`config.mk`:
```
export PLATFORM = sky130hd
export DESIGN_NAME = cetw_exc_unit
export DESIGN_NICKNAME = d
export VERILOG_FILES = /design/src/rtl/cetw_exc_unit.v
export VERILOG_INCLUDE_DIRS = /design/src /design/src/rtl
export SDC_FILE = /design/constraint.sdc
export NUM_CORES = 1
export LEC_CHECK = 0
export ABC_AREA = 1
export BUFFER_PORTS_ARGS = -buffer_cell sky130_fd_sc_hd__buf_2
export CAP_MARGIN = 30
export CORE_MARGIN = 8
export CORE_UTILIZATION = 40
export DETAILED_ROUTE_END_ITERATION = 8
export GPL_TIMING_DRIVEN = 1
export SLEW_MARGIN = 30
export SYNTH_ARGS = -nofsm -noshare
export SYNTH_HDL_FRONTEND = slang
export SYNTH_SLANG_ARGS = --single-unit
```
`constraint.sdc`:
```
create_clock -name hclk -period 4.3 [get_ports hclk]
set_input_delay 0.215 -clock hclk [delete_from_list [all_inputs] [get_ports hclk]]
set_output_delay 0.215 -clock hclk [all_outputs]
set_load 0.05 [all_outputs]
```
`src/rtl/cetw_defs.vh`:
```
// constants for the trap, overflow, watch and interrupt exception unit
`ifndef CETW_DEFS_VH
`define CETW_DEFS_VH

// register byte offsets
`define CETW_OFS_STATUS   8'h00
`define CETW_OFS_CAUSE    8'h04
`define CETW_OFS_EPC      8'h08
`define CETW_OFS_WATCH_LO 8'h0C
`define CETW_OFS_WATCH_HI 8'h10

// status field positions
`define CETW_ST_IE        0
`define CETW_ST_EXL       1
`define CETW_ST_ERL       2
`define CETW_ST_IM_LO     8
`define CETW_ST_IM_HI     15
`define CETW_ST_DE        16

// cause field positions
`define CETW_CA_EXC_LO    2
`define CETW_CA_EXC_HI    6
`define CETW_CA_IP_LO     8
`define CETW_CA_IP_HI     15
`define CETW_CA_BD        31

// watch low field positions
`define CETW_WL_W         0
`define CETW_WL_R         1

// exception codes
`define CETW_EXC_INT      5'h00
`define CETW_EXC_OV       5'h0C
`define CETW_EXC_TR       5'h0D
`define CETW_EXC_WATCH    5'h17

// reset values and vector
`define CETW_STATUS_RST   32'h0000_0004
`define CETW_COMMON_VEC   32'h8000_0180

// trap condition selectors
`define CETW_TC_GE        3'h0
`define CETW_TC_GEU       3'h1
`define CETW_TC_LT        3'h2
`define CETW_TC_LTU       3'h3
`define CETW_TC_EQ        3'h4
`define CETW_TC_NE        3'h5

`endif

```
`src/rtl/cetw_exc_unit.v`:
```
// trap, overflow, watch and interrupt exception unit with ahb-lite registers
`timescale 1ns/1ps
//
// What this block does
// - raise trap when trap condition is true
// - trap uses common vector and trap code
// - restart pc is branch pc in delay slot
// - signed add or subtract overflow raises exception
// - overflow uses common vector and overflow code
// - load or store at watch address raises watch
// - load and store match bits select access type
// - cache maintenance never raises a watch
// - exception level holds watch pending, sole mask
// - watch uses common vector and watch code
// - four request lines, nmi, eight interrupt conditions
// - fifth ordinary interrupt pending always reads zero
// - mask bits, global enable, level flags block interrupts
// - interrupt uses common vector and interrupt code
// - hardware pending bits follow live request lines
// - software bits cleared by writing zero
// - cache errors masked by disable bit or error level

`include "cetw_defs.vh"

module cetw_exc_unit (
    input  wire        hclk,
    input  wire        hresetn,
    input  wire        hsel,
    input  wire [31:0] haddr,
    input  wire [1:0]  htrans,
    input  wire        hwrite,
    input  wire [2:0]  hsize,
    input  wire [31:0] hwdata,
    input  wire        hready,
    output reg         hreadyout,
    output reg  [31:0] hrdata,
    output reg         hresp,
    input  wire        ex_valid,
    input  wire [31:0] ex_pc,
    input  wire        ex_in_delay_slot,
    input  wire [31:0] ex_branch_pc,
    input  wire [63:0] ex_op_a,
    input  wire [63:0] ex_op_b,
    input  wire        ex_is_trap,
    input  wire [2:0]  ex_trap_cond,
    input  wire        ex_ovf_check,
    input  wire        ex_is_sub,
    input  wire        ex_is_64,
    input  wire        mem_valid,
    input  wire        mem_is_load,
    input  wire        mem_is_store,
    input  wire        mem_is_cache,
    input  wire [35:0] mem_paddr,
    input  wire [3:0]  int_req,
    input  wire        timer_irq,
    input  wire        nmi,
    input  wire        cache_err_req,
    output reg         exc_take,
    output reg  [31:0] exc_vector,
    output reg  [4:0]  exc_code,
    output reg  [31:0] exc_epc,
    output reg         cache_err_take,
    output reg         nmi_seen
);

// ----------------------------------------------------------------
// architectural state
// ----------------------------------------------------------------
reg  [31:0] status_q;
reg  [4:0]  code_q;
reg         bd_q;
reg  [1:0]  soft_ip_q;
reg  [31:0] epc_q;
reg  [31:0] watch_lo_q;
reg  [3:0]  watch_hi_q;
reg         watch_pend_q;
reg  [31:0] watch_pc_q;
reg         watch_bd_q;
reg         wr_pend_q;
reg  [7:0]  wr_addr_q;

wire        ie  = status_q[`CETW_ST_IE];
wire        exception_level_flag = status_q[`CETW_ST_EXL];
wire        error_level_flag = status_q[`CETW_ST_ERL];
wire [7:0]  im  = status_q[`CETW_ST_IM_HI:`CETW_ST_IM_LO];
wire        de  = status_q[`CETW_ST_DE];

// ----------------------------------------------------------------
// pending interrupts
// ----------------------------------------------------------------
// hardware bits are wires, not flops: no latching of requests
// fifth ordinary line tied low, it never requests
wire [7:0]  ip = {timer_irq, 1'b0, int_req, soft_ip_q};
wire        irq_any = (|(ip & im)) && ie && !exception_level_flag && !error_level_flag;

// ----------------------------------------------------------------
// overflow and trap condition
// ----------------------------------------------------------------
wire [63:0] op_b_eff = ex_is_sub ? ~ex_op_b : ex_op_b;
wire [63:0] sum64    = ex_op_a + op_b_eff + {63'h0, ex_is_sub};
wire        ovf64    = (ex_op_a[63] == op_b_eff[63]) && (sum64[63] != ex_op_a[63]);
// 32-bit results carry their sign in bit 31 of the same adder
wire        ovf32    = (ex_op_a[31] == op_b_eff[31]) && (sum64[31] != ex_op_a[31]);
wire        ovf_hit  = ex_valid && ex_ovf_check && (ex_is_64 ? ovf64 : ovf32);

wire        a_eq  = (ex_op_a == ex_op_b);
wire        a_ltu = (ex_op_a < ex_op_b);
wire        a_lt  = (ex_op_a[63] != ex_op_b[63]) ? ex_op_a[63] : a_ltu;
reg         trap_true;
always @* begin
    case (ex_trap_cond)
        `CETW_TC_GE:  trap_true = !a_lt;
        `CETW_TC_GEU: trap_true = !a_ltu;
        `CETW_TC_LT:  trap_true = a_lt;
        `CETW_TC_LTU: trap_true = a_ltu;
        `CETW_TC_EQ:  trap_true = a_eq;
        `CETW_TC_NE:  trap_true = !a_eq;
        default:      trap_true = 1'b0;
    endcase
end
wire        trap_hit = ex_valid && ex_is_trap && trap_true;

// ----------------------------------------------------------------
// watch match
// ----------------------------------------------------------------
// doubleword match: the low three address bits are ignored
wire        wadr_eq = (mem_paddr[35:3] == {watch_hi_q, watch_lo_q[31:3]});
wire        wtype   = (mem_is_load && watch_lo_q[`CETW_WL_R])
                   || (mem_is_store && watch_lo_q[`CETW_WL_W]);
wire        watch_hit = ex_valid && mem_valid && !mem_is_cache
                     && wadr_eq && wtype;

// restart address of the current instruction
wire [31:0] cur_epc = ex_in_delay_slot ? ex_branch_pc : ex_pc;

// ----------------------------------------------------------------
// exception selection, instruction faults before interrupts
// ----------------------------------------------------------------
// trap and overflow ignore the level flags: neither is maskable
reg         take_d;
reg  [4:0]  code_d;
reg  [31:0] epc_d;
reg         bd_d;
reg         wpend_set;
reg         wpend_clr;
always @* begin
    take_d    = 1'b0;
    code_d    = code_q;
    epc_d     = epc_q;
    bd_d      = bd_q;
    wpend_set = 1'b0;
    wpend_clr = 1'b0;
    if (trap_hit) begin
        take_d = 1'b1;
        code_d = `CETW_EXC_TR;
        epc_d  = cur_epc;
        bd_d   = ex_in_delay_slot;
    end else if (ovf_hit) begin
        take_d = 1'b1;
        code_d = `CETW_EXC_OV;
        epc_d  = cur_epc;
        bd_d   = ex_in_delay_slot;
    end else if (watch_hit && !exception_level_flag) begin
        take_d = 1'b1;
        code_d = `CETW_EXC_WATCH;
        epc_d  = cur_epc;
        bd_d   = ex_in_delay_slot;
    end else if (watch_pend_q && !exception_level_flag) begin
        take_d    = 1'b1;
        wpend_clr = 1'b1;
        code_d    = `CETW_EXC_WATCH;
        epc_d     = watch_pc_q;
        bd_d      = watch_bd_q;
    end else if (irq_any) begin
        take_d = 1'b1;
        code_d = `CETW_EXC_INT;
        epc_d  = cur_epc;
        bd_d   = ex_in_delay_slot;
    end
    // a watch seen at exception level waits instead of being lost
    if (watch_hit && exception_level_flag) begin
        wpend_set = 1'b1;
    end
end

// ----------------------------------------------------------------
// ahb-lite slave, zero wait states
// ----------------------------------------------------------------
// a read right behind a write still sees the old value
// response is fixed okay: no access here can fail
wire        acc    = hsel && htrans[1] && hready;
wire [7:0]  a_ofs  = haddr[7:0];
wire        wr_now = wr_pend_q;

reg  [31:0] rd_d;
always @* begin
    rd_d = 32'h0000_0000;
    if (a_ofs == `CETW_OFS_STATUS) begin
        rd_d = status_q;
    end else if (a_ofs == `CETW_OFS_CAUSE) begin
        rd_d[`CETW_CA_BD]                      = bd_q;
        rd_d[`CETW_CA_IP_HI:`CETW_CA_IP_LO]    = ip;
        rd_d[`CETW_CA_EXC_HI:`CETW_CA_EXC_LO]  = code_q;
    end else if (a_ofs == `CETW_OFS_EPC) begin
        rd_d = epc_q;
    end else if (a_ofs == `CETW_OFS_WATCH_LO) begin
        rd_d = {watch_lo_q[31:3], 1'b0, watch_lo_q[1:0]};
    end else if (a_ofs == `CETW_OFS_WATCH_HI) begin
        rd_d = {28'h0000000, watch_hi_q};
    end
end

always @(posedge hclk or negedge hresetn) begin
    if (!hresetn) begin
        hreadyout <= 1'b1;
        hresp     <= 1'b0;
        hrdata    <= 32'h0000_0000;
        wr_pend_q <= 1'b0;
        wr_addr_q <= 8'h00;
    end else begin
        hreadyout <= 1'b1;
        hresp     <= 1'b0;
        wr_pend_q <= acc && hwrite;
        if (acc) begin
            wr_addr_q <= a_ofs;
        end
        if (acc && !hwrite) begin
            hrdata <= rd_d;
        end
    end
end

// ----------------------------------------------------------------
// register and exception state update
// ----------------------------------------------------------------
// hardware exception entry overrides a same-cycle software write
// only the two soft pending bits take writes in the cause word
always @(posedge hclk or negedge hresetn) begin
    if (!hresetn) begin
        status_q     <= `CETW_STATUS_RST;
        code_q       <= 5'h00;
        bd_q         <= 1'b0;
        soft_ip_q    <= 2'h0;
        epc_q        <= 32'h0000_0000;
        watch_lo_q   <= 32'h0000_0000;
        watch_hi_q   <= 4'h0;
        watch_pend_q <= 1'b0;
        watch_pc_q   <= 32'h0000_0000;
        watch_bd_q   <= 1'b0;
    end else begin
        if (wr_now && wr_addr_q == `CETW_OFS_STATUS) begin
            status_q <= {15'h0000, hwdata[16], hwdata[15:8], 5'h00, hwdata[2:0]};
        end else if (wr_now && wr_addr_q == `CETW_OFS_CAUSE) begin
            soft_ip_q <= hwdata[`CETW_CA_IP_LO+1:`CETW_CA_IP_LO];
        end else if (wr_now && wr_addr_q == `CETW_OFS_EPC) begin
            epc_q <= hwdata;
        end else if (wr_now && wr_addr_q == `CETW_OFS_WATCH_LO) begin
            watch_lo_q <= {hwdata[31:3], 1'b0, hwdata[1:0]};
        end else if (wr_now && wr_addr_q == `CETW_OFS_WATCH_HI) begin
            watch_hi_q <= hwdata[3:0];
        end
        if (take_d) begin
            status_q[`CETW_ST_EXL] <= 1'b1;
            code_q <= code_d;
            epc_q  <= epc_d;
            bd_q   <= bd_d;
        end
        // new match wins over the clear of an older one
        if (wpend_set) begin
            watch_pend_q <= 1'b1;
            watch_pc_q   <= cur_epc;
            watch_bd_q   <= ex_in_delay_slot;
        end else if (wpend_clr) begin
            watch_pend_q <= 1'b0;
        end
    end
end

// ----------------------------------------------------------------
// registered outputs to the pipeline
// ----------------------------------------------------------------
always @(posedge hclk or negedge hresetn) begin
    if (!hresetn) begin
        exc_take       <= 1'b0;
        exc_vector     <= 32'h0000_0000;
        exc_code       <= 5'h00;
        exc_epc        <= 32'h0000_0000;
        cache_err_take <= 1'b0;
        nmi_seen       <= 1'b0;
    end else begin
        exc_take       <= take_d;
        exc_vector     <= take_d ? `CETW_COMMON_VEC : 32'h0000_0000;
        exc_code       <= take_d ? code_d : exc_code;
        exc_epc        <= take_d ? epc_d : exc_epc;
        cache_err_take <= cache_err_req && !de && !error_level_flag;
        nmi_seen       <= nmi;
    end
end

endmodule // cetw_exc_unit

```
==> summary.txt, run 1 <==
=================================================================================
Final period utilization ...........................................        0.763
Number of clock buffers inserted by TritonCTS ......................           17
Detailed-route via count ...........................................        15400
Commonest cells post-synth ......................................... sky130_fd_sc_hd__nand2_1 (737), sky130_fd_sc_hd__inv_1 (204), sky130_fd_sc_hd__dfrtp_1 (195)
Portion of synthesized cell area occupied by the leading cell type .        0.319
Count of boundary I/O pins .........................................          428
Final sum of negative setup slack ..................................         0 ns
CTS-repair resized insts ...........................................            0
Via count of the first global-routing pass .........................        15200
Hold Fails Final Rpt ...............................................            0
Source-to-sink clock delay at the later pin of the worst-skew pair .      0.45 ns
Gate count after technology mapping ................................         2171
Launch point of the worst reg-to-reg path .......................... watch_lo_q[15]
DR vias/cell .......................................................         5.13
Worst hold-check path type .........................................       in2reg
Unrepaired setup endpoints after global routing ....................           no
Area leader, netlist ............................................... sky130_fd_sc_hd__dfrtp_1
Post-CTS Repair Setup Buffers ......................................            0
Initial antenna violation count ....................................            3
Most frequently used flop master after synthesis ................... sky130_fd_sc_hd__dfrtp_1
Crit path from .....................................................    ex_is_sub
Final design utilization ...........................................        0.478
Cell row count .....................................................           71
Library cell with the highest instance count after synthesis ....... sky130_fd_sc_hd__nand2_1
Router iterations before antenna repair ............................            5
Clock-pin slew on the worst setup and hold paths ...................      0.08 ns
Max Root-Sink Buffers ..............................................            2
Type of element launching the critical path ........................   input port
HPWL after detailed placement ......................................      41.5 mm
Arrival time of data at the critical path endpoint .................      3.66 ns
Overall Global Routing Usage .......................................        0.230
Async SR Flop Fraction .............................................         1.00
Final critical path time including I/O delays and setup ............      3.28 ns
Crit path to .......................................................    epc_q[10]
Maximum clock skew at final layout .................................    0.0128 ns
CP Capture Type ....................................................    flip-flop
Wire length on met2 ................................................      25.4 mm
Wire length of the first global-routing pass .......................      82.6 mm
Initial cell density of the core ...................................        0.407
CTS sink cnt .......................................................          196
Met1 Wirelength ....................................................      23.2 mm
Net count of the finished layout ...................................         2924
Die outline width ..................................................       212 um
Routability-driven placement congestion ratio ......................        0.909
DRC violation total after the first TritonRoute iteration ..........         1131
Outcome ............................................................    completed
Floorplan Core Area ................................................  0.0377 mm^2
Max Fanout on Critical Path ........................................           64
Average wire per standard cell .....................................      17.8 um
Relative area change from synthesis to final layout ................        17.6%
Number of DRC violations after detailed routing ....................            0
Worst-case vdd ir drop .............................................   0.000419 V
Standby leakage power ..............................................      10.1 nW
Mean area per synthesized cell .....................................    7.05 um^2
Met3 WL ............................................................      3.24 mm
Cell area after synthesis ..........................................  0.0153 mm^2
Leading post-synthesis cells by cell area .......................... sky130_fd_sc_hd__dfrtp_1 (32%), sky130_fd_sc_hd__nand2_1 (18%), sky130_fd_sc_hd__ha_1 (10%), sky130_fd_sc_hd__o21ai_0 (5.1%), sky130_fd_sc_hd__inv_1 (5.0%)
Worst setup slack for register-to-register paths ...................      1.03 ns
H-tree lvl count ...................................................            4
Maximum number of pins on one net before global-route repair .......           88
Count of max-cap constraint violations .............................            0
Die Height .........................................................       212 um
Setup-failing EPs final ............................................            0
Count of cells along the worst register-to-register path ...........           15
Top achievable clock speed .........................................      305 MHz
Crit path kind .....................................................       in2reg
Endpoint of the lowest-slack register-to-register path .............    epc_q[21]
Antenna violation net count after detailed routing .................            0
Slew at the pin closest to its max-slew limit ......................     0.900 ns
TritonCTS clock tree ...............................................         done
Count of input and output buffers ..................................          365
Share of cells above drive strength 1 ..............................        0.185
Final WL ...........................................................      53.3 mm
Headroom to the max-slew limit .....................................        0.399
Synthesis-stage register bit count .................................          196
Library cell used as clock root buffer ............................. sky130_fd_sc_hd__clkbuf_16
Max-slew violation total from the final report .....................            0
Number of synthesized flops with an enable pin .....................            0
Register area share after synthesis ................................        0.320
Remaining global-route overflow ....................................            0
Uppermost layer routed .............................................         met4
Cell area power density ............................................  376 mW/mm^2
Number of distinct library cells after synthesis ...................           45
YS warnings ........................................................            0
Data required, critical path .......................................      4.68 ns
Die outline area ...................................................  0.0448 mm^2
=================================================================================
-- repair_timing --
action	CTS	global route
hold buffers	3	0
setup endpoints to repair	0	0
hold endpoints to repair	86	0
-- state kept, by name, summed over array words and instances, names as in the netlist, 2 cells and up --
register	flops
watch_pc_q	32
soft_ip_q	2
exc_epc	32
exc_code	4
epc_q	32
wr_addr_q	8
status_q	12
watch_hi_q	4
hrdata	32
watch_lo_q	31
-- power breakdown --
part / switching, mW / internal (mW) / total [mW]
registers: 0.329 / 2.19 / 2.52
clock network: 0.809 / 0.837 / 1.65
logic: 1.78 / 0.829 / 2.61
-- final cells by class --
cell class | instances | area (um^2)
repair buffers | 394 | 2100
inverters | 210 | 788
well taps | 511 | 639
flip-flops and latches | 196 | 4910
diodes | 3 | 7.51
clock inverters | 13 | 139
clock buffers | 19 | 443
fillers | 3910 | 19700
multi-input cells | 1657 | 8980
-- how the worst min path moves through the flow --
stage	start	endpoint	slack (ns)	cells past startpoint
finish	haddr[1]	wr_addr_q[1]	0.03	3
global route	hwdata[29]	watch_lo_q[29]	0.02	2
CTS	haddr[0]	wr_addr_q[0]	0.01	3
detailed placement	hresetn	hrdata[28]	0.31	1
global placement	hresetn	hrdata[28]	0.31	1
floorplan	hresetn	bd_q	-0.08	0
-- worst max-delay path, stage by stage --
cell and delay, ns:
sky130_fd_sc_hd__buf_2 0.10, sky130_fd_sc_hd__buf_12 0.36, sky130_fd_sc_hd__xor2_1 0.20, sky130_fd_sc_hd__ha_1 0.28, sky130_fd_sc_hd__a21oi_1 0.14, sky130_fd_sc_hd__o21ai_0 0.11, sky130_fd_sc_hd__nand2_1 0.08, sky130_fd_sc_hd__nand3_1 0.11
sky130_fd_sc_hd__nand2_1 0.11, sky130_fd_sc_hd__nand2_1 0.06, sky130_fd_sc_hd__nor2_1 0.13, sky130_fd_sc_hd__nand2_1 0.07, sky130_fd_sc_hd__nand2_1 0.05, sky130_fd_sc_hd__nand3_1 0.11, sky130_fd_sc_hd__nand2_1 0.14, sky130_fd_sc_hd__inv_2 0.07
sky130_fd_sc_hd__nor2_4 0.44, sky130_fd_sc_hd__nand2_4 0.07, sky130_fd_sc_hd__inv_2 0.30, sky130_fd_sc_hd__buf_12 0.24, sky130_fd_sc_hd__nand3_1 0.10, sky130_fd_sc_hd__nand3_1 0.10
-- metrics by stage --
stage / instances / total power [mW] / worst slack, ns / instance area (um^2) / hold WS [ns]
floorplan: 2200 / 4.31 / 1.39 / 15400 / -0.0806
global placement: 2965 / 5.10 / 0.651 / 17400 / 0.312
detailed placement: 2965 / 5.15 / 0.578 / 17400 / 0.309
CTS: 3000 / 6.79 / 0.981 / 18000 / 0.0147
global route: 3003 / 7.20 / 0.630 / 18000 / 0.0226
finish: 3003 / 6.77 / 1.02 / 18000 / 0.0266
-- placed cells by master (no fill, tap or decap), types with 3 or more instances in the layout --
master,netlist,final
sky130_fd_sc_hd__dlygate4sd3_1,0,3
sky130_fd_sc_hd__nand3b_1,4,4
sky130_fd_sc_hd__a221oi_1,9,9
sky130_fd_sc_hd__clkinvlp_4,0,3
sky130_fd_sc_hd__nand2_1,737,737
sky130_fd_sc_hd__dfrtp_1,195,195
sky130_fd_sc_hd__conb_1,2,31
sky130_fd_sc_hd__ha_1,126,126
sky130_fd_sc_hd__a22o_1,20,19
sky130_fd_sc_hd__xnor2_1,23,23
sky130_fd_sc_hd__nand3_2,3,3
sky130_fd_sc_hd__inv_2,5,5
sky130_fd_sc_hd__buf_2,25,364
sky130_fd_sc_hd__nor4_1,4,3
sky130_fd_sc_hd__clkbuf_16,0,17
sky130_fd_sc_hd__inv_6,0,4
sky130_fd_sc_hd__xor2_1,70,70
sky130_fd_sc_hd__o21ai_1,8,8
sky130_fd_sc_hd__buf_4,41,23
sky130_fd_sc_hd__diode_2,0,3
sky130_fd_sc_hd__nand4_1,42,42
sky130_fd_sc_hd__nor3_1,16,16
sky130_fd_sc_hd__nor2_2,2,3
sky130_fd_sc_hd__o21ai_0,155,155
sky130_fd_sc_hd__buf_12,0,3
sky130_fd_sc_hd__nand3_1,146,146
sky130_fd_sc_hd__inv_1,204,204
sky130_fd_sc_hd__nor2_1,100,99
sky130_fd_sc_hd__mux2_2,19,19
sky130_fd_sc_hd__a21oi_1,92,92
sky130_fd_sc_hd__o211ai_1,26,26
sky130_fd_sc_hd__o21a_1,8,8
sky130_fd_sc_hd__inv_8,0,3
-- kinds of logic after synthesis --
family                   count (synthesis)  synth area share
AO/OA/AOI/OAI                          324             0.119
multiplexers                            19            0.0140
adder cells (fa/ha/maj)                126             0.103
buffers and inverters                  347             0.101
XOR/XNOR                                93            0.0532
flip-flops                             196             0.320
AND/OR/NAND/NOR                       1064             0.288
other                                    2          0.000490
-- per-layer routing --
layer  GRT usage  up-vias
met5           0        -
met4      0.0750        0
met3      0.0377       78
met2       0.383      504
met1       0.302     7212
li1            -     7604
(Power assumes the default switching activity.)
==> inputs of run 2 (changes only) <==
--- a/config.mk
+++ b/config.mk
@@ -6,13 +6,14 @@
 export SDC_FILE = /design/constraint.sdc
 export NUM_CORES = 1
 export LEC_CHECK = 0
-export ABC_AREA = 1
+export ABC_AREA = 0
 export BUFFER_PORTS_ARGS = -buffer_cell sky130_fd_sc_hd__buf_2
 export CAP_MARGIN = 30
 export CORE_MARGIN = 8
 export CORE_UTILIZATION = 40
 export DETAILED_ROUTE_END_ITERATION = 8
 export GPL_TIMING_DRIVEN = 1
+export PLACE_DENSITY = 0.65
 export SLEW_MARGIN = 30
 export SYNTH_ARGS = -nofsm -noshare
 export SYNTH_HDL_FRONTEND = slang
==> constraint.sdc (replaced) <==
create_clock -name hclk -period 3.42 [get_ports hclk]
set_input_delay 0.171 -clock hclk [delete_from_list [all_inputs] [get_ports hclk]]
set_output_delay 0.171 -clock hclk [all_outputs]
set_load 0.05 [all_outputs]
==> summary.txt, run 2 <==
=================================================================================
Outcome ............................................................    completed
Area leader, netlist ............................................... sky130_fd_sc_hd__dfrtp_1
Die outline width ..................................................       201 um
Maximum clock skew at final layout .................................    0.0113 ns
Share of cells above drive strength 1 ..............................        0.287
Overall Global Routing Usage .......................................        0.222
Router iterations before antenna repair ............................            5
Clock-pin slew on the worst setup and hold paths ...................      0.08 ns
Cell row count .....................................................           67
Mean area per synthesized cell .....................................    9.61 um^2
Setup-failing EPs final ............................................            0
XOR/XNOR Fraction of Synth Area ....................................       0.0622
Count of cells along the worst register-to-register path ...........            9
Minimum hold slack .................................................    0.0143 ns
Most common cell after layout, fill and taps aside ................. sky130_fd_sc_hd__buf_2
Final critical path time including I/O delays and setup ............      3.03 ns
Post-CTS Repair Setup Buffers ......................................            0
Data required, critical path .......................................      3.72 ns
Portion of synthesized cell area occupied by the leading cell type .        0.357
Placement Cell Area ................................................  0.0161 mm^2
Total chip power ...................................................      7.53 mW
Number of placed instances, taps included ..........................         2194
Max-slew violation total from the final report .....................            0
Largest family of logic cells by synthesized area .................. compound AO/OA/AOI/OAI gates
CTS sink cnt .......................................................          196
Endpoint of the lowest-slack register-to-register path .............    epc_q[23]
Headroom to the max-slew limit .....................................        0.396
HPWL after detailed placement ......................................      36.8 mm
Die outline area ...................................................  0.0403 mm^2
Hold Path Sink ..................................................... watch_lo_q[29]
Detailed-route via count ...........................................        12100
Layout filler cell count ...........................................         3139
Cell area power density ............................................  443 mW/mm^2
Antenna violation net count after detailed routing .................            0
Crit path from .....................................................    ex_is_sub
Worst hold-check path type .........................................       in2reg
Most frequently used flop master after synthesis ................... sky130_fd_sc_hd__dfrtp_1
Synthesis-stage register bit count .................................          196
Wire length of the first global-routing pass .......................      71.7 mm
Average wire per standard cell .....................................      20.4 um
Non-filler cells in the finished layout ............................         2266
Final WL ...........................................................      46.1 mm
Crit path kind .....................................................       in2reg
Library cell with the highest instance count after synthesis ....... sky130_fd_sc_hd__dfrtp_1
Library cell used as clock root buffer ............................. sky130_fd_sc_hd__clkbuf_16
Number of synthesized flops with an enable pin .....................            0
Launch point of the worst reg-to-reg path .......................... watch_lo_q[12]
Worst setup slack after placement ..................................   -0.0242 ns
YS warnings ........................................................            0
Cell area after synthesis ..........................................  0.0137 mm^2
Worst-case vdd ir drop .............................................   0.000369 V
CTS-repair resized insts ...........................................            0
Relative area change from synthesis to final layout ................        24.5%
Die Height .........................................................       201 um
Final period utilization ...........................................        0.887
Count of input and output buffers ..................................          365
Source-to-sink clock delay at the later pin of the worst-skew pair .      0.44 ns
Adder-cell share of the synthesized area ...........................        0.115
Hold Crit Start ....................................................   hwdata[29]
Most used cells in the layout excluding fill and tap cells ......... sky130_fd_sc_hd__buf_2 (363), sky130_fd_sc_hd__dfrtp_1 (195), sky130_fd_sc_hd__nand2_1 (144), sky130_fd_sc_hd__ha_1 (126), sky130_fd_sc_hd__mux2i_1 (88)
DR vias/cell .......................................................         5.34
Commonest cells post-synth ......................................... sky130_fd_sc_hd__dfrtp_1 (195), sky130_fd_sc_hd__nand2_1 (145), sky130_fd_sc_hd__ha_1 (126)
Leading post-synthesis cells by cell area .......................... sky130_fd_sc_hd__dfrtp_1 (36%), sky130_fd_sc_hd__ha_1 (12%), sky130_fd_sc_hd__mux2i_1 (6.5%), sky130_fd_sc_hd__mux2_2 (5.4%), sky130_fd_sc_hd__xor2_1 (4.0%)
Least setup slack across all paths after layout ....................     0.385 ns
Floorplan Core Area ................................................  0.0336 mm^2
CP Capture Type ....................................................    flip-flop
Compound-cell area share of the yosys netlist ......................        0.175
DRC violation total after the first TritonRoute iteration ..........          761
Via count of the first global-routing pass .........................        12400
Standby leakage power ..............................................      8.68 nW
Initial antenna violation count ....................................           11
Net count of the finished layout ...................................         2243
Number of DRC violations after detailed routing ....................            0
Final sum of negative setup slack ..................................         0 ns
Fraction of synthesized area in multiplexers .......................        0.119
Count of max-cap constraint violations .............................            0
Register area share after synthesis ................................        0.359
Initial cell density of the core ...................................        0.406
Routability-driven placement congestion ratio ......................        0.885
Unrepaired setup endpoints after global routing ....................           no
Top achievable clock speed .........................................      330 MHz
Worst setup slack for register-to-register paths ...................      0.78 ns
Arrival time of data at the critical path endpoint .................      3.34 ns
Remaining global-route overflow ....................................            0
Max Root-Sink Buffers ..............................................            2
Async SR Flop Fraction .............................................         1.00
Final design utilization ...........................................        0.506
Number of distinct library cells after synthesis ...................           64
Gate count after technology mapping ................................         1421
H-tree lvl count ...................................................            4
Type of element launching the critical path ........................   input port
Simple-Gate Fraction of Synth Area .................................        0.107
Number of clock buffers inserted by TritonCTS ......................           17
Hold Fails Final Rpt ...............................................            0
Slew at the pin closest to its max-slew limit ......................     0.903 ns
Count of boundary I/O pins .........................................          428
Cell area after layout .............................................  0.0170 mm^2
Number of stages on the worst hold path ............................            2
Max Fanout on Critical Path ........................................           26
Maximum number of pins on one net before global-route repair .......           76
TritonCTS clock tree ...............................................         done
=================================================================================
==> run 2: cell count changes after synthesis, moves of 47 or more <==
cell	delta
sky130_fd_sc_hd__mux2i_1	+88
sky130_fd_sc_hd__o21ai_0	-75
sky130_fd_sc_hd__nand3_1	-96
sky130_fd_sc_hd__mux2_2	+47
sky130_fd_sc_hd__inv_1	-131
sky130_fd_sc_hd__nand2_1	-592
sky130_fd_sc_hd__nor2_1	-67
==> run 2: what timing repair did <==
item	in CTS	in global routing
endpoints found under the hold margin	86	0
endpoints found under the setup margin	0	0
hold buffers	30	0
==> run 2: final cells by class <==
cell class	count	area (um^2)	share of cell area
Antenna cell	10	25.0	0.00147
Clock buffer	17	425	0.0250
Clock inverter	15	184	0.0108
Inverter	74	278	0.0163
Multi-Input combinational cell	1070	8050	0.473
Sequential cell	196	4910	0.289
Tap cell	448	561	0.0330
Timing Repair Buffer	436	2570	0.151
==> run 2: worst max-delay path by stage <==
stage / slack [ns] / end
after CTS: 0.43 / epc_q[23]
after floorplan: 0.05 / exc_epc[10]
final: 0.39 / exc_code[3]
after global placement: 0.002 / epc_q[23]
after global routing: 0.15 / exc_epc[30]
after detailed placement: -0.02 / epc_q[23]
==> run 2: worst max-delay path, stage by stage <==
cell and delay, ns:
sky130_fd_sc_hd__buf_2 0.14, sky130_fd_sc_hd__buf_12 0.16, sky130_fd_sc_hd__buf_12 0.21, sky130_fd_sc_hd__xor2_1 0.17, sky130_fd_sc_hd__ha_1 0.27, sky130_fd_sc_hd__a21oi_1 0.15
sky130_fd_sc_hd__o21ai_0 0.15, sky130_fd_sc_hd__a211oi_1 0.23, sky130_fd_sc_hd__o21ai_0 0.12, sky130_fd_sc_hd__a31oi_1 0.24, sky130_fd_sc_hd__o21ai_0 0.17, sky130_fd_sc_hd__o31a_1 0.43
sky130_fd_sc_hd__buf_4 0.24, sky130_fd_sc_hd__nor2_1 0.29, sky130_fd_sc_hd__o21ai_0 0.15
==> run 2: where the power goes <==
group	switching, mW	leakage, nW	internal, mW
combinational	1.62	5.91	0.915
sequential	0.287	2.47	2.66
clock	1.05	0.296	1.00
total	2.95	8.68	4.58
==> run 2: per-layer routing <==
layer,GRT usage,vias to the layer above,part of all wire
li1,-,5835,-
met1,0.298,5755,0.45
met2,0.359,450,0.47
met3,0.0437,55,0.060
met4,0.0657,2,0.023
met5,0,-,0.00017
==> run 2: cell families after synthesis <==
kind of cell,count (synthesis)
compound gates,352
xor+xnor,97
fa+ha+maj,126
buf+inv,184
flops,196
mux,154
other cells,2
simple gates,310
